[src/hdl/xfer_pkg.sv]
`default_nettype none
// ============================================================
// shared constants and carriers of the serial transfer engine
package xfer_pkg;
	// host register offsets on the four address lines
	localparam logic [3:0] OFS_DEV0   = 4'h0;
	localparam logic [3:0] OFS_FIRST  = 4'h8;
	localparam logic [3:0] OFS_SECOND = 4'h9;
	localparam logic [3:0] OFS_STATUS = 4'ha;
	localparam logic [3:0] OFS_CSEL   = 4'hb;
	localparam logic [3:0] OFS_PDIR   = 4'hc;
	localparam logic [3:0] OFS_POL    = 4'hd;
	localparam logic [3:0] OFS_WIDTH  = 4'he;
	localparam logic [3:0] OFS_RATE   = 4'hf;
	// values after reset
	localparam logic [7:0] PDIR_RST   = 8'hff;
	localparam logic [7:0] CSEL_RST   = 8'hff;
	localparam logic [7:0] POL_RST    = 8'h00;
	localparam logic [7:0] WIDTH_RST  = 8'h00;
	localparam logic [7:0] RATE_RST   = 8'h00;
	// field positions in the rate/control and status registers; generic device number
	localparam int INTEN_BIT = 7;
	localparam int SOI_BIT   = 6;
	localparam int MS_BIT    = 5;
	localparam int DIV_LSB   = 0;
	localparam int DONE_BIT  = 7;
	localparam logic [2:0] GENERIC_DEV = 3'h7;
	// cycle counts
	localparam logic [4:0] LAST_TOG16  = 5'h1f;
	localparam logic [4:0] LAST_TOG8   = 5'h0f;
	localparam logic [4:0] LAST_SAMP16 = 5'h0f;
	localparam logic [4:0] LAST_SAMP8  = 5'h07;
	localparam logic [1:0] STRAP_SETTLE = 2'h3;
	// one captured host write
	typedef struct packed {
		logic [3:0] addr;
		logic [7:0] data;
	} host_wr_t;
	typedef enum logic [2:0] {
		ST_IDLE, ST_SETUP, ST_SHIFT, ST_HOLD, ST_SLAVE
	} xfer_state_t;
endpackage
`default_nettype wire

[src/hdl/bit_sync.sv]
`default_nettype none
// ============================================================
// two-flop synchroniser for pins; resets high so idle strobes
// do not look like a write at release
module bit_sync #(
	parameter int W = 1
) (
	input  wire logic         clk,
	input  wire logic         rst_n,
	input  wire logic [W-1:0] d,
	output logic      [W-1:0] q
);
	logic [W-1:0] meta_r;
	logic [W-1:0] q_r;

	if (W < 1) begin : g_chk
		$error("bit_sync needs at least one bit");
	end

	// first stage is read by the second stage only
	always_ff @(posedge clk or negedge rst_n) begin
		if (!rst_n) begin
			meta_r <= '1;
			q_r    <= '1;
		end else begin
			meta_r <= d;
			q_r    <= meta_r;
		end
	end
	assign q = q_r;
endmodule
`default_nettype wire

[src/hdl/two_entry_buf.sv]
`default_nettype none
// ============================================================
// two-entry buffer; in_ready drops when both entries hold data
module two_entry_buf #(
	parameter int W     = 12,
	parameter int DEPTH = 2
) (
	input  wire logic         clk,
	input  wire logic         rst_n,
	input  wire logic         in_valid,
	output logic              in_ready,
	input  wire logic [W-1:0] in_data,
	output logic              out_valid,
	input  wire logic         out_ready,
	output logic      [W-1:0] out_data
);
	logic [W-1:0] mem_r   [DEPTH];
	logic [W-1:0] mem_nxt [DEPTH];
	logic         wp_r, wp_nxt;
	logic         rp_r, rp_nxt;
	logic [1:0]   cnt_r, cnt_nxt;
	logic         push, pull;

	if (DEPTH != 2) begin : g_chk
		$error("two_entry_buf holds exactly two words");
	end

	assign in_ready  = (cnt_r != 2'h2);
	assign out_valid = (cnt_r != 2'h0);
	assign out_data  = mem_r[rp_r];

	// pointer and storage update
	always_comb begin
		push    = in_valid & in_ready;
		pull    = out_valid & out_ready;
		mem_nxt = mem_r;
		wp_nxt  = wp_r;
		rp_nxt  = rp_r;
		cnt_nxt = cnt_r;
		if (push) begin
			mem_nxt[wp_r] = in_data;
			wp_nxt        = ~wp_r;
		end
		if (pull)
			rp_nxt = ~rp_r;
		if (push && !pull)
			cnt_nxt = cnt_r + 2'h1;
		else if (pull && !push)
			cnt_nxt = cnt_r - 2'h1;
	end

	always_ff @(posedge clk or negedge rst_n) begin
		if (!rst_n) begin
			for (int i = 0; i < DEPTH; i++) begin
				mem_r[i] <= '0;
			end
			wp_r  <= 1'b0;
			rp_r  <= 1'b0;
			cnt_r <= 2'h0;
		end else begin
			mem_r <= mem_nxt;
			wp_r  <= wp_nxt;
			rp_r  <= rp_nxt;
			cnt_r <= cnt_nxt;
		end
	end
endmodule
`default_nettype wire

[src/hdl/transfer_engine.sv]
`default_nettype none
// ============================================================
// Overview of operation
// RULE1: low byte second register, high byte starts
// RULE2: hardware pulls select low around transfer
// RULE3: returned bytes land in both data registers
// RULE4: eight device addresses, own settings, own select
// RULE5: master select 0 drives clock, data out
// RULE6: master first byte write: msb out, done clear
// RULE7: master end: done set, data output released
// RULE8: generic registers use device seven settings
// RULE9: master select 1 takes external clock
// RULE10: slave ignores clock edges while done
// RULE11: slave first byte write arms external clock
// RULE12: slave done after 8 or 16 pulses
// RULE13: device addresses unused in slave mode
// RULE14: data output pin may act as input
// RULE15: select pins are inputs after reset
// RULE16: host sets polarity, then width bits
// RULE17: long frames built from several transfers
// RULE18: done drives interrupt when enabled, non-multiplexed
// RULE19: reset leaves master mode, output data pin
// RULE20: software select cleared before data writes
// RULE21: host deselects after done is seen
// RULE22: status bit seven done, reads 80 hex
// RULE23: polarity 0 falling launch, 1 rising launch
// RULE24: software low select overrides hardware release
// RULE25: msb first, received bits replace sent bits
module transfer_engine (
	input  wire logic       clk,
	input  wire logic       rst_n,
	input  wire logic       host_ce_n,
	input  wire logic       host_rd_n,
	input  wire logic       host_wr_n,
	input  wire logic [3:0] host_addr,
	input  wire logic [7:0] host_data_in,
	output logic      [7:0] host_data_out,
	output logic            host_data_oe,
	output logic            host_ready,
	input  wire logic       bus_mux_n,
	input  wire logic [7:0] select_pin_in,
	output logic      [7:0] select_pin_out,
	output logic      [7:0] select_pin_oe,
	output logic            serial_clock_pin,
	input  wire logic       clock_input_pin,
	input  wire logic       sdi,
	input  wire logic       sdo_in,
	output logic            sdo_out,
	output logic            sdo_oe,
	output logic            irq_n
);
	localparam int NS = 27;
	localparam int HW = $bits(xfer_pkg::host_wr_t);

	// ============================================================
	// pin synchronisers
	logic [NS-1:0] raw, syn;
	logic          ce_n_s, rd_n_s, wr_n_s, mux_n_s;
	logic          sck_s, sdi_s, sdo_in_s;
	logic [3:0]    addr_s;
	logic [7:0]    data_s, sel_in_s;

	assign raw = {host_ce_n, host_rd_n, host_wr_n, host_addr,
		host_data_in, bus_mux_n, select_pin_in,
		clock_input_pin, sdi, sdo_in};
	bit_sync #(.W(NS)) u_sync (
		.clk   (clk),
		.rst_n (rst_n),
		.d     (raw),
		.q     (syn)
	);
	assign {ce_n_s, rd_n_s, wr_n_s, addr_s, data_s, mux_n_s,
		sel_in_s, sck_s, sdi_s, sdo_in_s} = syn;

	// address holds a first-byte location (device or generic)
	function automatic logic is_fb(input logic [3:0] a);
		return a <= xfer_pkg::OFS_FIRST;
	endfunction

	// one sample step: 16-bit shifts through both bytes
	function automatic logic [15:0] shift16(input logic [15:0] v,
		input logic w, input logic b);
		return w ? {v[14:0], b} : {v[14:8], b, v[7:0]};
	endfunction

	// ============================================================
	// host side: capture writes on trailing strobe edge
	xfer_pkg::host_wr_t cap_r, cap_nxt, pop_w;
	logic       wr_act_r, wr_act_nxt, push;
	logic       in_ready, pop_valid, pop_ready, pop;
	logic       ready_r, rd_oe_r, rd_oe_nxt;
	logic [7:0] rdata_r, rdata_nxt;

	// reads of device registers, declared below
	xfer_pkg::xfer_state_t st_r, st_nxt;
	logic [7:0] fb_r, fb_nxt, sb_r, sb_nxt;
	logic [7:0] csel_r, csel_nxt, pdir_r, pdir_nxt;
	logic [7:0] pol_r, pol_nxt, wid_r, wid_nxt;
	logic [7:0] rate_r, rate_nxt, sel_r, sel_nxt, soe_r;
	logic       done_r, done_nxt, bit_r, bit_nxt;
	logic       oe_r, oe_nxt, sclk_r, sclk_nxt, hw_r, hw_nxt;
	logic [2:0] dev_r, dev_nxt;
	logic [4:0] tog_r, tog_nxt, last_tog, last_samp;
	logic [7:0] div_r, div_nxt, half;
	logic       sck_prev_r, nonmux_r, nonmux_nxt, irq_r;
	logic [1:0] strap_r, strap_nxt;
	logic       ms, soi, cur_pol, cur_wid, tick, rx;
	logic       samp_ed, launch_ed, hw_busy, start;
	logic [15:0] sh;

	always_comb begin
		wr_act_nxt = ~ce_n_s & ~wr_n_s;
		push       = wr_act_r & ~wr_act_nxt;
		cap_nxt    = wr_act_nxt ? {addr_s, data_s} : cap_r;
		rd_oe_nxt  = ~ce_n_s & ~rd_n_s;
		rdata_nxt  = 8'h00; // write-only locations read zero
		if (is_fb(addr_s))
			rdata_nxt = fb_r; // [RULE3]
		else if (addr_s == xfer_pkg::OFS_SECOND)
			rdata_nxt = sb_r; // [RULE3]
		else if (addr_s == xfer_pkg::OFS_STATUS)
			rdata_nxt = {done_r, 7'h00}; // [RULE22]
		else if (addr_s == xfer_pkg::OFS_CSEL)
			rdata_nxt = (sel_in_s & pdir_r) | ~pdir_r;
	end

	always_ff @(posedge clk or negedge rst_n) begin
		if (!rst_n) begin
			wr_act_r <= 1'b0;
			cap_r    <= '0;
			ready_r  <= 1'b0;
			rd_oe_r  <= 1'b0;
			rdata_r  <= 8'h00;
		end else begin
			wr_act_r <= wr_act_nxt;
			cap_r    <= cap_nxt;
			ready_r  <= in_ready;
			rd_oe_r  <= rd_oe_nxt;
			rdata_r  <= rdata_nxt;
		end
	end

	// data writes wait for an idle engine; config at the buffer head never stalls,
	// but stalls behind a waiting data write, so a slave on a silent master locks the host once both entries fill
	two_entry_buf #(.W(HW), .DEPTH(2)) u_buf (
		.clk       (clk),
		.rst_n     (rst_n),
		.in_valid  (push),
		.in_ready  (in_ready),
		.in_data   (cap_r),
		.out_valid (pop_valid),
		.out_ready (pop_ready),
		.out_data  (pop_w)
	);
	assign pop_ready = (st_r == xfer_pkg::ST_IDLE)
		| ~(is_fb(pop_w.addr) | (pop_w.addr == xfer_pkg::OFS_SECOND));
	assign pop = pop_valid & pop_ready;

	// ============================================================
	// transfer engine and configuration
	always_comb begin
		ms       = rate_r[xfer_pkg::MS_BIT];
		soi      = rate_r[xfer_pkg::SOI_BIT];
		cur_pol  = pol_r[dev_r]; // [RULE4]
		cur_wid  = wid_r[dev_r];
		half     = 8'h01 << rate_r[xfer_pkg::DIV_LSB +: 3];
		tick     = (div_r == 8'(half - 8'h01));
		last_tog = cur_wid ? xfer_pkg::LAST_TOG16
			: xfer_pkg::LAST_TOG8;
		last_samp = cur_wid ? xfer_pkg::LAST_SAMP16
			: xfer_pkg::LAST_SAMP8;
		rx = soi ? sdo_in_s : sdi_s; // [RULE14]
		samp_ed   = cur_pol ? (~sck_s & sck_prev_r)
			: (sck_s & ~sck_prev_r); // [RULE23]
		launch_ed = cur_pol ? (sck_s & ~sck_prev_r)
			: (~sck_s & sck_prev_r);
		sh = shift16({fb_r, sb_r}, cur_wid, rx); // [RULE25]
		st_nxt = st_r;   fb_nxt = fb_r;     sb_nxt = sb_r;
		csel_nxt = csel_r; pdir_nxt = pdir_r; pol_nxt = pol_r;
		wid_nxt = wid_r; rate_nxt = rate_r; done_nxt = done_r;
		bit_nxt = bit_r; oe_nxt = oe_r;     sclk_nxt = sclk_r;
		hw_nxt = hw_r;   dev_nxt = dev_r;   tog_nxt = tog_r;
		div_nxt = 8'h00; start = 1'b0;
		// master runs on half-period ticks, slave on pin edges
		unique case (st_r)
			xfer_pkg::ST_IDLE: ; // pin edges ignored while done [RULE10]
			xfer_pkg::ST_SETUP: begin
				div_nxt = tick ? 8'h00 : div_r + 8'h01;
				if (tick)
					st_nxt = xfer_pkg::ST_SHIFT;
			end
			xfer_pkg::ST_SHIFT: begin
				div_nxt = tick ? 8'h00 : div_r + 8'h01;
				if (tick) begin
					sclk_nxt = ~sclk_r; // [RULE5]
					tog_nxt  = tog_r + 5'h01;
					if (!tog_r[0])
						{fb_nxt, sb_nxt} = sh; // [RULE25]
					else if (tog_r != last_tog)
						bit_nxt = fb_r[7];
					if (tog_r == last_tog)
						st_nxt = xfer_pkg::ST_HOLD; // [RULE1]
				end
			end
			xfer_pkg::ST_HOLD: begin
				div_nxt = tick ? 8'h00 : div_r + 8'h01;
				if (tick) begin
					st_nxt   = xfer_pkg::ST_IDLE;
					done_nxt = 1'b1; // [RULE7]
					oe_nxt   = 1'b0; // [RULE7]
				end
			end
			xfer_pkg::ST_SLAVE: begin
				if (samp_ed) begin
					{fb_nxt, sb_nxt} = sh; // [RULE11]
					tog_nxt = tog_r + 5'h01;
					if (tog_r == last_samp) begin
						st_nxt   = xfer_pkg::ST_IDLE;
						done_nxt = 1'b1; // [RULE12]
						oe_nxt   = 1'b0; // [RULE12]
					end
				end else if (launch_ed) begin
					bit_nxt = fb_r[7];
				end
			end
		endcase
		// host writes leaving the buffer
		if (pop) begin
			if (is_fb(pop_w.addr)) begin
				// device locations ignored as a whole in slave mode
				if (pop_w.addr == xfer_pkg::OFS_FIRST || !ms) begin
					start    = 1'b1; // [RULE13]
					fb_nxt   = pop_w.data;
					bit_nxt  = pop_w.data[7]; // [RULE6] [RULE11]
					done_nxt = 1'b0; // [RULE6] [RULE11]
					oe_nxt   = ~soi; // [RULE14]
					hw_nxt   = (pop_w.addr != xfer_pkg::OFS_FIRST);
					dev_nxt  = hw_nxt ? pop_w.addr[2:0]
						: xfer_pkg::GENERIC_DEV; // [RULE8] [RULE4]
					tog_nxt  = 5'h00;
					sclk_nxt = pol_r[dev_nxt];
					st_nxt   = ms ? xfer_pkg::ST_SLAVE
						: xfer_pkg::ST_SETUP; // [RULE5] [RULE9]
				end
			end else begin
				unique case (pop_w.addr)
					xfer_pkg::OFS_SECOND: sb_nxt   = pop_w.data;
					xfer_pkg::OFS_CSEL:   csel_nxt = pop_w.data;
					xfer_pkg::OFS_PDIR:   pdir_nxt = pop_w.data;
					xfer_pkg::OFS_POL:    pol_nxt  = pop_w.data;
					xfer_pkg::OFS_WIDTH:  wid_nxt  = pop_w.data;
					xfer_pkg::OFS_RATE:   rate_nxt = pop_w.data;
					default: ; // status is read-only
				endcase
			end
		end
		// hardware only pulls low; a software 0 stays low
		hw_busy = hw_r & (st_r inside {xfer_pkg::ST_SETUP,
			xfer_pkg::ST_SHIFT, xfer_pkg::ST_HOLD});
		sel_nxt = csel_r & ~(hw_busy ? (8'h01 << dev_r)
			: 8'h00); // [RULE2] [RULE24]
		// the strap is taken once the synchroniser has settled
		strap_nxt  = (strap_r == xfer_pkg::STRAP_SETTLE)
			? strap_r : strap_r + 2'h1;
		nonmux_nxt = (strap_r == xfer_pkg::STRAP_SETTLE)
			? nonmux_r : mux_n_s;
	end

	always_ff @(posedge clk or negedge rst_n) begin
		if (!rst_n) begin
			st_r   <= xfer_pkg::ST_IDLE;
			fb_r   <= 8'h00;
			sb_r   <= 8'h00;
			csel_r <= xfer_pkg::CSEL_RST;
			pdir_r <= xfer_pkg::PDIR_RST; // [RULE15]
			pol_r  <= xfer_pkg::POL_RST;
			wid_r  <= xfer_pkg::WIDTH_RST;
			rate_r <= xfer_pkg::RATE_RST; // [RULE19]
			sel_r  <= 8'hff;
			soe_r  <= 8'h00;
			done_r <= 1'b1; // [RULE22]
			bit_r  <= 1'b0;
			oe_r   <= 1'b0;
			sclk_r <= 1'b0;
			hw_r   <= 1'b0;
			dev_r  <= xfer_pkg::GENERIC_DEV;
			tog_r  <= 5'h00;
			div_r  <= 8'h00;
			sck_prev_r <= 1'b1;
			strap_r    <= 2'h0;
			nonmux_r   <= 1'b1;
			irq_r      <= 1'b1;
		end else begin
			st_r   <= st_nxt;
			fb_r   <= fb_nxt;
			sb_r   <= sb_nxt;
			csel_r <= csel_nxt;
			pdir_r <= pdir_nxt;
			pol_r  <= pol_nxt;
			wid_r  <= wid_nxt;
			rate_r <= rate_nxt;
			sel_r  <= sel_nxt;
			soe_r  <= ~pdir_r; // [RULE15]
			done_r <= done_nxt;
			bit_r  <= bit_nxt;
			oe_r   <= oe_nxt;
			sclk_r <= sclk_nxt;
			hw_r   <= hw_nxt;
			dev_r  <= dev_nxt;
			tog_r  <= tog_nxt;
			div_r  <= div_nxt;
			sck_prev_r <= sck_s;
			strap_r    <= strap_nxt;
			nonmux_r   <= nonmux_nxt;
			irq_r <= ~(rate_r[xfer_pkg::INTEN_BIT] & done_r
				& nonmux_r); // [RULE18]
		end
	end

	assign host_data_out    = rdata_r;
	assign host_data_oe     = rd_oe_r;
	assign host_ready       = ready_r;
	assign select_pin_out   = sel_r;
	assign select_pin_oe    = soe_r;
	assign serial_clock_pin = sclk_r;
	assign sdo_out          = bit_r;
	assign sdo_oe           = oe_r;
	assign irq_n            = irq_r;
endmodule
`default_nettype wire

[config.mk]
export PLATFORM = sky130hd
export DESIGN_NAME = transfer_engine
export DESIGN_NICKNAME = d
export VERILOG_FILES = /design/src/hdl/xfer_pkg.sv /design/src/hdl/bit_sync.sv /design/src/hdl/two_entry_buf.sv /design/src/hdl/transfer_engine.sv
export SDC_FILE = /design/constraint.sdc
export NUM_CORES = 1
export LEC_CHECK = 0
export ABC_AREA = 1
export BUFFER_PORTS_ARGS = -buffer_cell sky130_fd_sc_hd__clkbuf_2
export CORE_MARGIN = 2
export CORE_UTILIZATION = 31
export CTS_BUF_LIST = sky130_fd_sc_hd__clkbuf_16
export DETAILED_ROUTE_END_ITERATION = 12
export PLACE_DENSITY_LB_ADDON = 0.25
export SYNTH_ARGS = -nofsm -noshare
export SYNTH_HDL_FRONTEND = slang
export SYNTH_SLANG_ARGS = --single-unit
[constraint.sdc]
create_clock -name clk -period 2.65 [get_ports clk]
set_input_delay 0.3975 -clock clk [delete_from_list [all_inputs] [get_ports clk]]
set_output_delay 0.3975 -clock clk [all_outputs]
set_load 0.01 [all_outputs]
==> metrics.txt, run 1 <==
# TYPE chip_impl_metric gauge
chip_impl_metric{name="netlist_instances",unit=""} 993
chip_impl_metric{name="internal_power",unit="mW"} 7.95
chip_impl_metric{name="power_per_cell_area",unit="nW/um^2"} 1260
chip_impl_metric{name="timing.max_cap.violations",unit=""} 0
chip_impl_metric{name="worstSkewPairLatency",unit="ns"} 0.52
chip_impl_metric{name="reg2regPathDepth",unit=""} 11
chip_impl_metric{name="synth-seq-area-share",unit="%"} 57.6
chip_impl_metric{name="timing.fmax",unit="MHz"} 415
chip_impl_metric{name="hold_depth",unit=""} 0
chip_impl_metric{name="floorplan.core_area",unit="um^2"} 28700
chip_impl_info{name="run_status",value="complete, no violations"} 1
chip_impl_metric{name="path_clk_slew",unit="ns"} 0.06
chip_impl_metric{name="worst_pin_slew",unit="ns"} 0.861
chip_impl_metric{name="dp_worst_setup_slack",unit="ns"} 0.255
chip_impl_metric{name="ys_seq_elements",unit=""} 204
chip_impl_info{name="hold_class",value="reg2reg"} 1
chip_impl_metric{name="std_cell_rows",unit=""} 62
chip_impl_metric{name="fp.dieArea",unit="um^2"} 30500
chip_impl_metric{name="fill_cells",unit=""} 2969
chip_impl_metric{name="vdd_drop_max",unit="mV"} 0.601
chip_impl_metric{name="ys.warnings.count",unit=""} 0
chip_impl_metric{name="timing.max_slew.rel_slack",unit="%"} 42.1
chip_impl_metric{name="p_leak",unit="nW"} 5.13
chip_impl_metric{name="synth.top_cell.area_share",unit="%"} 32.9
chip_impl_metric{name="ctsLongestPathBuffers",unit=""} 3
chip_impl_info{name="setup_repair_after_global_routing_missed_its_margin",value="false"} 1
chip_impl_info{name="critical_path_class",value="reg2reg"} 1
chip_impl_info{name="worstHoldStart",value="u_sync.meta_r[11]"} 1
chip_impl_metric{name="critPathRequiredTime",unit="ns"} 3.05
chip_impl_metric{name="io_buffer_count",unit=""} 58
chip_impl_info{name="cp-end-kind",value="register"} 1
chip_impl_metric{name="cts-htree-levels",unit=""} 1
chip_impl_metric{name="die_y",unit="um"} 175
chip_impl_metric{name="gr-total-overflow",unit=""} 0
chip_impl_metric{name="switching_share",unit="%"} 42.6
chip_impl_metric{name="flow.area_growth_from_synthesis",unit="%"} 21.4
chip_impl_info{name="synth.area.top_cells",value="sky130_fd_sc_hd__dfrtp_1 (33%), sky130_fd_sc_hd__dfstp_2 (25%), sky130_fd_sc_hd__nand2_1 (12%)"} 1
chip_impl_metric{name="report.final.hold_viol_count",unit=""} 0
chip_impl_metric{name="time_the_worst_path_needs_with_i_o_delays_and_setup",unit="ns"} 2.41
chip_impl_metric{name="setup_slack",unit="ns"} 0.238
chip_impl_metric{name="grt_util_overall",unit="%"} 14.6
chip_impl_metric{name="finalSetupTns",unit="ns"} 0
chip_impl_metric{name="place_congestion",unit=""} 0.840
chip_impl_metric{name="grt_start_max_net_pins",unit=""} 72
chip_impl_metric{name="detail_route.wl_per_cell",unit="um"} 14.4
chip_impl_info{name="hold_path_end",value="u_sync.q[11]"} 1
chip_impl_metric{name="seqPwrFrac",unit="%"} 34.2
chip_impl_metric{name="drt_drc_violations_left",unit=""} 0
chip_impl_metric{name="grt_first_pass_wirelength",unit="um"} 35500
chip_impl_metric{name="fin_nets",unit=""} 1147
chip_impl_info{name="r2r_end",value="u_buf.cnt_r[1]"} 1
chip_impl_metric{name="timing.final.crit_share",unit="%"} 91.0
chip_impl_metric{name="antenna_found_initial",unit=""} 0
chip_impl_metric{name="drtAntennaViolNets",unit=""} 0
chip_impl_metric{name="power",unit="mW"} 13.9
chip_impl_info{name="synth_largest_area_cell",value="sky130_fd_sc_hd__dfrtp_1"} 1
chip_impl_metric{name="max_slew_vio_count",unit=""} 0
chip_impl_metric{name="drive_above_1_share",unit="%"} 23.1
chip_impl_metric{name="p_switching",unit="mW"} 5.90
chip_impl_metric{name="ioPinCount",unit=""} 59
chip_impl_metric{name="cp_max_fo",unit=""} 12
chip_impl_info{name="timing.rr.start",value="u_buf.rp_r"} 1
chip_impl_info{name="ctsRootBufferMaster",value="sky130_fd_sc_hd__clkbuf_16"} 1
chip_impl_metric{name="finalWirelength",unit="um"} 21800
chip_impl_metric{name="n_antenna_cell",unit=""} 0
chip_impl_metric{name="reg2reg_slack",unit="ns"} 0.24
chip_impl_metric{name="synth.distinct_cells",unit=""} 41
chip_impl_metric{name="hpwlAfterDp",unit="um"} 14900
chip_impl_metric{name="die_width",unit="um"} 175
chip_impl_metric{name="worst_ep_arrival_time",unit="ns"} 2.81
chip_impl_metric{name="syn-mean-instance-area",unit="um^2"} 9.10
chip_impl_metric{name="power.share.clock",unit="%"} 21.2
chip_impl_metric{name="clock_skew",unit="ns"} 0.0103
chip_impl_metric{name="starting_drc_count_in_detailed_routing",unit=""} 560
chip_impl_metric{name="mappedNetlistArea",unit="um^2"} 9040
chip_impl_metric{name="cts-buffers-inserted",unit=""} 24
chip_impl_metric{name="tritoncts_num_sinks",unit=""} 204
chip_impl_metric{name="timing.final.setup_violations",unit=""} 0
chip_impl_metric{name="syn_nets",unit=""} 1027
chip_impl_info{name="commonest_non_fill_non_tap_cell_in_the_layout",value="sky130_fd_sc_hd__nand2_1"} 1
chip_impl_info{name="mostFrequentLayoutCells",value="sky130_fd_sc_hd__nand2_1 (281), sky130_fd_sc_hd__inv_1 (127), sky130_fd_sc_hd__dfrtp_1 (118)"} 1
chip_impl_metric{name="vias_per_cell",unit=""} 4.53
chip_impl_metric{name="vias",unit=""} 6862
chip_impl_metric{name="drt_pre_antenna_iters",unit=""} 5
chip_impl_metric{name="first_global_vias",unit=""} 6531
chip_impl_info{name="critical_path.startpoint_type",value="register"} 1
chip_impl_metric{name="comb_power_share",unit="%"} 44.6
chip_impl_info{name="tritoncts",value="built"} 1
chip_impl_metric{name="start_util",unit="%"} 31.5
-- what timing repair did --
action	4_1_cts	5_1_grt
resized for setup	0	5
hold endpoints to repair	76	0
hold buffers	28	0
setup endpoints to repair	0	10
setup buffers	0	1
-- how the worst max path moves through the flow --
stage / endpoint / startpoint / cells after the start / slack [ns]
global placement: sb_r[6] / rate_r[1] / 16 / 0.32
global route: fb_r[5] / rate_r[1] / 15 / 0.03
floorplan: fb_r[3] / rate_r[2] / 15 / 0.44
detailed placement: u_buf.cnt_r[1] / u_buf.rp_r / 11 / 0.26
CTS: fb_r[0] / rate_r[1] / 16 / 0.23
finish: u_buf.cnt_r[1] / u_buf.rp_r / 11 / 0.24
-- area by class of cell --
type | instances | area (um^2) | share of cell area, %
tap | 384 | 480 | 4.38
sequential | 204 | 5210 | 47.5
inverter | 123 | 465 | 4.24
clock buffer | 24 | 601 | 5.47
clock inverter | 20 | 106 | 0.969
timing repair buffer | 122 | 887 | 8.09
multi-input combinational | 638 | 3220 | 29.3
-- cell usage after synthesis (all sizes together) --
cell,count
or2,2
a31oi,10
ha,5
o2111ai,1
nor2,63
o22ai,1
a21oi,14
dfstp,85
nand4,11
dfrtp,119
inv,121
xnor2,4
xor2,8
o31ai,2
nor4,1
mux2,24
o21bai,1
clkbuf,10
nand3b,3
nand3,88
o21ai,90
clkinv,2
a22oi,3
nand2,287
buf,18
o211ai,9
a211oi,1
a21boi,3
nor3,7
-- critical path, stage by stage (launching register included) --
cell,delay (ns)
sky130_fd_sc_hd__dfrtp_1,0.53
sky130_fd_sc_hd__buf_4,0.23
sky130_fd_sc_hd__o21ai_4,0.18
sky130_fd_sc_hd__nor2_2,0.07
sky130_fd_sc_hd__nand2_2,0.13
sky130_fd_sc_hd__nand2_4,0.10
sky130_fd_sc_hd__o22ai_4,0.18
sky130_fd_sc_hd__nand2_4,0.12
sky130_fd_sc_hd__ha_1,0.34
sky130_fd_sc_hd__a21oi_1,0.13
sky130_fd_sc_hd__o21ai_0,0.12
sky130_fd_sc_hd__xor2_1,0.15
-- registers in the layout (all words and copies together), names as in the netlist, 2 cells and up --
signal / flops
cap_r: 12
csel_r: 8
dev_r: 3
div_r: 8
fb_r: 8
host_data_out: 8
pdir_r: 8
pol_r: 8
rate_r: 6
sb_r: 8
select_pin_oe: 8
select_pin_out: 8
st_r: 3
strap_r: 2
tog_r: 5
u_buf.cnt_r: 2
u_buf.mem_r: 24
u_sync.meta_r: 27
u_sync.q: 27
wid_r: 8
-- through the flow --
| stage | area (um^2) | hold WS [ns] | cells | util [%] |
|---|---|---|---|---|
| 2_1_floorplan | 9040 | 0.102 | 993 | - |
| 3_3_place_gp | 9950 | 0.345 | 1442 | 34.7 |
| 3_5_place_dp | 9950 | 0.347 | 1442 | 34.7 |
| 4_1_cts | 10900 | 0.348 | 1514 | 38.1 |
| 5_1_grt | 11000 | 0.349 | 1515 | 38.2 |
| 6_report | 11000 | 0.343 | 1515 | 38.2 |
-- power by group through the flow --
stage / Sequential (mW) / Clock [mW] / Combinational [mW]
floorplan: 4.61 / 0 / 4.02
global placement: 4.78 / 0 / 5.94
detailed placement: 4.79 / 0 / 6.00
CTS: 4.74 / 3.04 / 6.06
global route: 4.86 / 3.18 / 7.02
finish: 4.74 / 2.94 / 6.18
-- per-layer routing --
| layer | wire length (um) | GRT usage (%) |
|---|---|---|
| met1 | 10600 | 20.9 |
| met2 | 9810 | 23.3 |
| met3 | 991 | 2.44 |
| met4 | 313 | 3.30 |
| met5 | 0 | 0 |
-- cells by family after synthesis --
group	after synthesis	synth area share (%)
AO/OA/AOI/OAI	135	8.64
AND/OR/NAND/NOR	462	22.0
multiplexers	24	2.99
flip-flops	204	57.6
buffers and inverters	151	6.86
adder cells (fa/ha/maj)	5	0.692
XOR/XNOR	12	1.16
No activity file was read; power rests on OpenSTA's default activity.
==> run 2, diff against run 1 <==
==> constraint.sdc (replaced) <==
create_clock -name clk -period 2.1 [get_ports clk]
set_input_delay 0.315 -clock clk [delete_from_list [all_inputs] [get_ports clk]]
set_output_delay 0.315 -clock clk [all_outputs]
set_load 0.01 [all_outputs]
==> metrics.txt, run 2 (synthesized netlist as in run 1, its figures left out) <==
# TYPE chip_impl_metric gauge
chip_impl_metric{name="std_cell_rows",unit=""} 62
chip_impl_metric{name="io_buffer_count",unit=""} 58
chip_impl_metric{name="dpl_cell_area",unit="um^2"} 10300
chip_impl_metric{name="area_taken_by_multi_input_logic_gates",unit="um^2"} 3840
chip_impl_metric{name="dp_worst_setup_slack",unit="ns"} -0.234
chip_impl_metric{name="path_clk_slew",unit="ns"} 0.06
chip_impl_metric{name="ctsLongestPathBuffers",unit=""} 3
chip_impl_info{name="setup_repair_after_global_routing_missed_its_margin",value="true"} 1
chip_impl_info{name="ctsRootBufferMaster",value="sky130_fd_sc_hd__clkbuf_16"} 1
chip_impl_metric{name="max_slew_vio_count",unit=""} 0
chip_impl_metric{name="timing.final.setup_violations",unit=""} 45
chip_impl_metric{name="floorplan.core_area",unit="um^2"} 28700
chip_impl_metric{name="timing.max_cap.violations",unit=""} 0
chip_impl_metric{name="flow.area_growth_from_synthesis",unit="%"} 37.4
chip_impl_metric{name="drtAntennaViolNets",unit=""} 0
chip_impl_info{name="critical_path_class",value="reg2reg"} 1
chip_impl_metric{name="cp_max_fo",unit=""} 7
chip_impl_metric{name="p_switching",unit="mW"} 9.41
chip_impl_info{name="hold_class",value="in2async"} 1
chip_impl_metric{name="drive_above_1_share",unit="%"} 37.7
chip_impl_metric{name="vias",unit=""} 7413
chip_impl_metric{name="finalWirelength",unit="um"} 23900
chip_impl_metric{name="drt_pre_antenna_iters",unit=""} 6
chip_impl_metric{name="ff_latch_area",unit="um^2"} 5210
chip_impl_metric{name="clock_skew",unit="ns"} 0.00937
chip_impl_metric{name="finalSetupTns",unit="ns"} -2.10
chip_impl_metric{name="worst_pin_slew",unit="ns"} 1.06
chip_impl_metric{name="minimum_hold_slack",unit="ns"} 0.324
chip_impl_metric{name="finish.instance_area",unit="um^2"} 12400
chip_impl_metric{name="fp.dieArea",unit="um^2"} 30500
chip_impl_info{name="timing.rr.start",value="rate_r[1]"} 1
chip_impl_metric{name="cpPeakStageDelay",unit="ns"} 0.41
chip_impl_metric{name="drt_drc_violations_left",unit=""} 0
chip_impl_metric{name="ioPinCount",unit=""} 59
chip_impl_metric{name="power.share.clock",unit="%"} 19.0
chip_impl_info{name="failed_checks",value="setup timing"} 1
chip_impl_metric{name="starting_drc_count_in_detailed_routing",unit=""} 539
chip_impl_metric{name="worst_ep_arrival_time",unit="ns"} 2.65
chip_impl_metric{name="grt_first_pass_wirelength",unit="um"} 37000
chip_impl_metric{name="antenna_found_initial",unit=""} 0
chip_impl_metric{name="first_global_vias",unit=""} 6978
chip_impl_metric{name="tritoncts_num_sinks",unit=""} 204
chip_impl_metric{name="cts-htree-levels",unit=""} 1
chip_impl_metric{name="cts-buffers-inserted",unit=""} 24
chip_impl_metric{name="fin_nets",unit=""} 1230
chip_impl_metric{name="comb_power_share",unit="%"} 54.4
chip_impl_metric{name="time_the_worst_path_needs_with_i_o_delays_and_setup",unit="ns"} 2.20
chip_impl_info{name="commonest_non_fill_non_tap_cell_in_the_layout",value="sky130_fd_sc_hd__nand2_1"} 1
chip_impl_metric{name="timing.final.crit_share",unit="%"} 105
chip_impl_metric{name="hpwlAfterDp",unit="um"} 15200
chip_impl_metric{name="vias_per_cell",unit=""} 4.64
chip_impl_metric{name="timing.max_slew.rel_slack",unit="%"} 28.9
chip_impl_metric{name="die_width",unit="um"} 175
chip_impl_info{name="master_of_the_slowest_instance_on_the_critical_path",value="sky130_fd_sc_hd__dfrtp_1"} 1
chip_impl_metric{name="report.final.hold_viol_count",unit=""} 0
chip_impl_info{name="critical_path.startpoint_type",value="register"} 1
chip_impl_metric{name="power_per_cell_area",unit="nW/um^2"} 1800
chip_impl_info{name="cp-end-kind",value="register"} 1
chip_impl_metric{name="setup_slack",unit="ns"} -0.102
chip_impl_metric{name="seqPwrFrac",unit="%"} 26.6
chip_impl_metric{name="worstSkewPairLatency",unit="ns"} 0.53
chip_impl_metric{name="detail_route.wl_per_cell",unit="um"} 15.0
chip_impl_metric{name="place_congestion",unit=""} 0.839
chip_impl_info{name="worstPathCellList",value="nor2_2 -> nand2_2 -> ha_4 -> inv_4 -> nand2_4 -> nand3_2 -> nor2_1 -> nand2_1 -> nor2_2 -> nand4_1 -> nand2_4 -> buf_6 -> nor2_4 -> a211oi_2"} 1
chip_impl_metric{name="timing.fmax",unit="MHz"} 454
chip_impl_metric{name="die_y",unit="um"} 175
chip_impl_metric{name="utilization",unit="%"} 43.3
chip_impl_info{name="tritoncts",value="built"} 1
chip_impl_metric{name="gr-total-overflow",unit=""} 0
chip_impl_metric{name="start_util",unit="%"} 31.5
chip_impl_metric{name="grt_start_max_net_pins",unit=""} 54
chip_impl_metric{name="switching_share",unit="%"} 42.1
chip_impl_metric{name="internal_power",unit="mW"} 12.9
chip_impl_metric{name="fill_cells",unit=""} 2834
chip_impl_info{name="startpoint",value="rate_r[1]"} 1
chip_impl_metric{name="n_antenna_cell",unit=""} 0
chip_impl_metric{name="vdd_drop_max",unit="mV"} 0.723
chip_impl_metric{name="critPathRequiredTime",unit="ns"} 2.55
chip_impl_metric{name="p_leak",unit="nW"} 5.73
chip_impl_info{name="run_status",value="finished with violations"} 1
chip_impl_metric{name="grt_util_overall",unit="%"} 15.0
chip_impl_info{name="mostFrequentLayoutCells",value="sky130_fd_sc_hd__nand2_1 (233), sky130_fd_sc_hd__inv_1 (119), sky130_fd_sc_hd__dfrtp_1 (118)"} 1
[run 2: changes by cell type in the layout (fill, tap and decap cells not counted), sizes merged]
cell	before	now
buf	36	116
bufinv	0	4
clkinv	10	9
clkinvlp	3	1
inv	130	129
nand4	11	14
[run 2: power by group through the flow]
stage | sequential [mW] | clock, mW | combinational [mW]
floorplan | 5.81 | 0 | 5.10
global placement | 5.95 | 0 | 8.51
detailed placement | 5.96 | 0 | 8.60
CTS | 5.91 | 4.37 | 9.30
global route | 6.08 | 4.55 | 13.3
finish | 5.94 | 4.24 | 12.2
[run 2: path summary, 6_finish.rpt]
check / to / slack (ns) / cells after the start
min in group clk: u_sync.q[12] / 0.34 / 0
worst max-delay path: tog_r[0] / -0.10 / 14
max in group asynchronous: dev_r[1] / 1.08 / 3
worst max register to register: tog_r[0] / -0.10 / 14
worst min-delay path: div_r[2] / 0.32 / 2
worst min register to register: u_sync.q[12] / 0.34 / 0
[run 2: stage by stage]
stage	cells	total power, mW
2_1_floorplan	993	10.9
3_3_place_gp	1483	14.5
3_5_place_dp	1483	14.6
4_1_cts	1569	19.6
5_1_grt	1598	23.9
6_report	1598	22.3
[run 2: worst max-delay path: cells and delay by family (launching register included)]
| kind | cells | cell delay [ns] |
|---|---|---|
| AND/OR/NAND/NOR | 10 | 1.03 |
| AO/OA/AOI/OAI | 1 | 0.18 |
| flip-flops | 1 | 0.41 |
| adder cells (fa/ha/maj) | 1 | 0.30 |
| buffers and inverters | 2 | 0.20 |
[run 2: metal layers]
layer	part of all wire, %	GRT usage (%)	wire (um)	vias to the layer above
met5	0	0	0	-
met4	2.3	4.38	560	0
met3	4.0	2.24	964	37
met2	46	23.6	11000	167
met1	48	21.5	11400	3599
li1	-	-	-	3610
[run 2: cell type report]
cell class | instances | share of cell area [%]
Timing Repair Buffer | 202 | 12.9
Clock buffer | 24 | 4.83
Tap cell | 384 | 3.87
Sequential cell | 204 | 41.9
Multi-Input combinational cell | 641 | 30.9
Clock inverter | 20 | 1.74
Inverter | 123 | 3.80
[run 2: timing repair]
action / CTS / global route
resized for setup: 30 / 156
endpoints found under the hold margin: 62 / 0
setup endpoints to repair: 52 / 79
buffers inserted: 13 / 27
cloned: 1 / 5
hold buffers: 28 / 0
pin swaps: 5 / 57
==> run 3, diff against run 2 <==
--- a/config.mk
+++ b/config.mk
@@ -5,13 +5,13 @@
 export SDC_FILE = /design/constraint.sdc
 export NUM_CORES = 1
 export LEC_CHECK = 0
-export ABC_AREA = 1
 export BUFFER_PORTS_ARGS = -buffer_cell sky130_fd_sc_hd__clkbuf_2
 export CORE_MARGIN = 2
-export CORE_UTILIZATION = 31
+export CORE_UTILIZATION = 30
 export CTS_BUF_LIST = sky130_fd_sc_hd__clkbuf_16
 export DETAILED_ROUTE_END_ITERATION = 12
 export PLACE_DENSITY_LB_ADDON = 0.25
+export SKIP_CTS_REPAIR_TIMING = 1
 export SYNTH_ARGS = -nofsm -noshare
 export SYNTH_HDL_FRONTEND = slang
 export SYNTH_SLANG_ARGS = --single-unit
==> metrics.txt, run 3 <==
# TYPE chip_impl_metric gauge
chip_impl_info{name="run_status",value="finished with violations"} 1
chip_impl_info{name="failed_checks",value="setup timing"} 1
chip_impl_metric{name="synth.top_cell.area_share",unit="%"} 35.5
chip_impl_metric{name="fp.dieArea",unit="um^2"} 29300
chip_impl_metric{name="syn-mean-instance-area",unit="um^2"} 12.3
chip_impl_metric{name="ys_seq_elements",unit=""} 204
chip_impl_metric{name="flow.area_growth_from_synthesis",unit="%"} 34.9
chip_impl_metric{name="vias_per_cell",unit=""} 4.65
chip_impl_metric{name="drt_pre_antenna_iters",unit=""} 4
chip_impl_info{name="critical_path_class",value="reg2reg"} 1
chip_impl_metric{name="clock_skew",unit="ns"} 0.0197
chip_impl_metric{name="vdd_drop_max",unit="mV"} 0.600
chip_impl_metric{name="path_clk_slew",unit="ns"} 0.06
chip_impl_info{name="ctsRootBufferMaster",value="sky130_fd_sc_hd__clkbuf_16"} 1
chip_impl_metric{name="ys_async_sr_fraction",unit="%"} 100
chip_impl_metric{name="floorplan.core_area",unit="um^2"} 27600
chip_impl_metric{name="n_antenna_cell",unit=""} 0
chip_impl_metric{name="finalWirelength",unit="um"} 19700
chip_impl_metric{name="starting_drc_count_in_detailed_routing",unit=""} 382
chip_impl_metric{name="ioPinCount",unit=""} 59
chip_impl_metric{name="power_per_cell_area",unit="nW/um^2"} 1500
chip_impl_metric{name="timing.fmax",unit="MHz"} 418
chip_impl_info{name="synth.area.top_cells",value="sky130_fd_sc_hd__dfrtp_1 (36%), sky130_fd_sc_hd__dfstp_2 (27%), sky130_fd_sc_hd__mux2_2 (6.3%)"} 1
chip_impl_metric{name="time_the_worst_path_needs_with_i_o_delays_and_setup",unit="ns"} 2.39
chip_impl_metric{name="drive_above_1_share",unit="%"} 42.6
chip_impl_metric{name="cts-buffers-inserted",unit=""} 24
chip_impl_metric{name="synth-edff-count",unit=""} 0
chip_impl_metric{name="start_util",unit="%"} 30.4
chip_impl_info{name="mostFrequentLayoutCells",value="sky130_fd_sc_hd__dfrtp_1 (118), sky130_fd_sc_hd__dfstp_2 (85), sky130_fd_sc_hd__buf_4 (76)"} 1
chip_impl_metric{name="finish.instance_area",unit="um^2"} 11300
chip_impl_metric{name="worstSkewPairLatency",unit="ns"} 0.54
chip_impl_info{name="hold_class",value="in2async"} 1
chip_impl_metric{name="timing.max_cap.violations",unit=""} 0
chip_impl_info{name="synth_common_cells",value="sky130_fd_sc_hd__dfrtp_1 (119), sky130_fd_sc_hd__dfstp_2 (85), sky130_fd_sc_hd__nand2_1 (61)"} 1
chip_impl_metric{name="critPathRequiredTime",unit="ns"} 2.51
chip_impl_metric{name="syn_nets",unit=""} 718
chip_impl_metric{name="grt_start_max_net_pins",unit=""} 51
chip_impl_metric{name="grt_first_pass_wirelength",unit="um"} 31300
chip_impl_metric{name="gr-total-overflow",unit=""} 0
chip_impl_info{name="commonest_non_fill_non_tap_cell_in_the_layout",value="sky130_fd_sc_hd__dfrtp_1"} 1
chip_impl_info{name="most_numerous_cell_in_the_yosys_netlist",value="sky130_fd_sc_hd__dfrtp_1"} 1
chip_impl_metric{name="worst_ep_arrival_time",unit="ns"} 2.80
chip_impl_info{name="synth_largest_area_cell",value="sky130_fd_sc_hd__dfrtp_1"} 1
chip_impl_metric{name="tritoncts_num_sinks",unit=""} 204
chip_impl_metric{name="first_global_vias",unit=""} 5632
chip_impl_metric{name="vias",unit=""} 5854
chip_impl_metric{name="report.final.hold_viol_count",unit=""} 0
chip_impl_metric{name="fill_cells",unit=""} 2712
chip_impl_metric{name="synth.distinct_cells",unit=""} 62
chip_impl_metric{name="fin_nets",unit=""} 897
chip_impl_metric{name="mappedNetlistArea",unit="um^2"} 8390
chip_impl_metric{name="io_buffer_count",unit=""} 58
chip_impl_metric{name="area_taken_by_multi_input_logic_gates",unit="um^2"} 3250
chip_impl_metric{name="utilization",unit="%"} 40.9
chip_impl_info{name="synth_flop_cell",value="sky130_fd_sc_hd__dfrtp_1"} 1
chip_impl_metric{name="hpwlAfterDp",unit="um"} 13300
chip_impl_metric{name="reg2reg_slack",unit="ns"} -0.29
chip_impl_metric{name="place_congestion",unit=""} 0.824
chip_impl_metric{name="netlist_instances",unit=""} 684
chip_impl_metric{name="power",unit="mW"} 17.0
chip_impl_metric{name="cp_max_fo",unit=""} 6
chip_impl_info{name="tritoncts",value="built"} 1
chip_impl_metric{name="die_y",unit="um"} 171
chip_impl_metric{name="ff_latch_area",unit="um^2"} 5210
chip_impl_info{name="critical_path.startpoint_type",value="register"} 1
chip_impl_metric{name="worst_pin_slew",unit="ns"} 1.27
chip_impl_info{name="startpoint",value="dev_r[1]"} 1
chip_impl_metric{name="detail_route.wl_per_cell",unit="um"} 15.6
chip_impl_info{name="cp-end-kind",value="register"} 1
chip_impl_metric{name="instances_no_fill",unit=""} 1259
chip_impl_metric{name="cts-htree-levels",unit=""} 1
chip_impl_info{name="critPathCapture",value="sdo_out"} 1
chip_impl_metric{name="dpl_cell_area",unit="um^2"} 9930
chip_impl_metric{name="timing.final.setup_violations",unit=""} 36
chip_impl_metric{name="synth-seq-area-share",unit="%"} 62.1
chip_impl_metric{name="drt_drc_violations_left",unit=""} 0
chip_impl_metric{name="drtAntennaViolNets",unit=""} 0
chip_impl_metric{name="antenna_found_initial",unit=""} 1
chip_impl_metric{name="reg2regPathDepth",unit=""} 7
chip_impl_info{name="setup_repair_after_global_routing_missed_its_margin",value="true"} 1
chip_impl_metric{name="timing.max_slew.rel_slack",unit="%"} 14.5
chip_impl_metric{name="std_cell_rows",unit=""} 61
chip_impl_metric{name="setup_slack",unit="ns"} -0.292
chip_impl_metric{name="timing.final.crit_share",unit="%"} 114
chip_impl_metric{name="dp_cells",unit=""} 1183
chip_impl_info{name="r2r_end",value="sdo_out"} 1
chip_impl_metric{name="p_leak",unit="nW"} 4.86
chip_impl_metric{name="die_width",unit="um"} 171
chip_impl_metric{name="ctsLongestPathBuffers",unit=""} 3
chip_impl_metric{name="grt_util_overall",unit="%"} 13.5
chip_impl_metric{name="max_slew_vio_count",unit=""} 0
chip_impl_info{name="timing.rr.start",value="dev_r[1]"} 1
chip_impl_metric{name="ys.warnings.count",unit=""} 0
==> run 3: changes by cell type after synthesis, moves of 11 or more <==
| cell | delta |
|---|---|
| sky130_fd_sc_hd__inv_1 | -93 |
| sky130_fd_sc_hd__nand2_1 | -221 |
| sky130_fd_sc_hd__o21ai_1 | -36 |
| sky130_fd_sc_hd__mux2_2 | +23 |
| sky130_fd_sc_hd__a21oi_1 | +14 |
| sky130_fd_sc_hd__nand3_1 | -73 |
| sky130_fd_sc_hd__o221ai_1 | +11 |
| sky130_fd_sc_hd__nor2_1 | -22 |
| sky130_fd_sc_hd__and2_1 | +11 |
| sky130_fd_sc_hd__mux2i_1 | +21 |
==> run 3: power by group <==
group / internal (mW) / switching, mW / leakage [nW]
logic: 3.22 / 3.41 / 2.12
registers: 5.27 / 0.854 / 2.34
clock network: 2.56 / 1.72 / 0.411
total: 11.0 / 5.98 / 4.86
==> run 3: through the flow <==
stage          hold WS (ns)  setup WS [ns]  TNS, ns
2_1_floorplan        0.0194         -0.362    -7.48
3_3_place_gp          0.319         -0.343    -7.41
3_5_place_dp          0.320         -0.408    -8.60
4_1_cts              -0.241         -0.449    -9.50
5_1_grt               0.346         -0.378    -9.46
6_report              0.331         -0.292    -5.65
==> run 3: how the worst min path moves through the flow <==
stage,from,to,slack (ns),cells after the start
floorplan,rst_n,cap_r[0],0.02,0
global placement,rst_n,div_r[2],0.32,1
detailed placement,rst_n,div_r[7],0.32,1
CTS,rst_n,rate_r[0],-0.24,1
global route,u_sync.meta_r[9],u_sync.q[9],0.35,0
finish,rst_n,host_data_out[0],0.33,2
==> run 3: critical path, stage by stage (launching register included) <==
cell and delay [ns]:
sky130_fd_sc_hd__dfstp_2 0.60, sky130_fd_sc_hd__buf_4 0.13, sky130_fd_sc_hd__mux2_2 0.31, sky130_fd_sc_hd__or3_1 0.30, sky130_fd_sc_hd__nand4_1 0.21, sky130_fd_sc_hd__xnor2_1 0.16
sky130_fd_sc_hd__o2111a_1 0.26, sky130_fd_sc_hd__a311o_1 0.31
==> run 3: final cells by class <==
class,count,share of cell area [%]
tap,378,4.18
clock inverter,19,1.85
timing repair buffer,180,12.7
sequential,204,46.1
clock buffer,25,5.53
multi-input combinational,426,28.7
inverter,27,0.896
==> run 3: routing by layer <==
| metal | wire length, um | up-vias | GRT usage, % |
|---|---|---|---|
| met4 | 516 | 0 | 4.09 |
| met5 | 0 | - | 0 |
| li1 | - | 2817 | - |
| met2 | 8550 | 135 | 19.9 |
| met3 | 970 | 32 | 2.37 |
| met1 | 9660 | 2870 | 20.2 |
==> run 3: cells by family after synthesis <==
| logic type | count (synthesis) | synth area share, % |
|---|---|---|
| flip-flops | 204 | 62.1 |
| AND/OR/NAND/NOR | 170 | 9.81 |
| AO/OA/AOI/OAI | 160 | 12.9 |
| multiplexers | 71 | 9.62 |
| buffers and inverters | 54 | 2.66 |
| XOR/XNOR | 20 | 2.09 |
| adder cells (fa/ha/maj) | 5 | 0.746 |
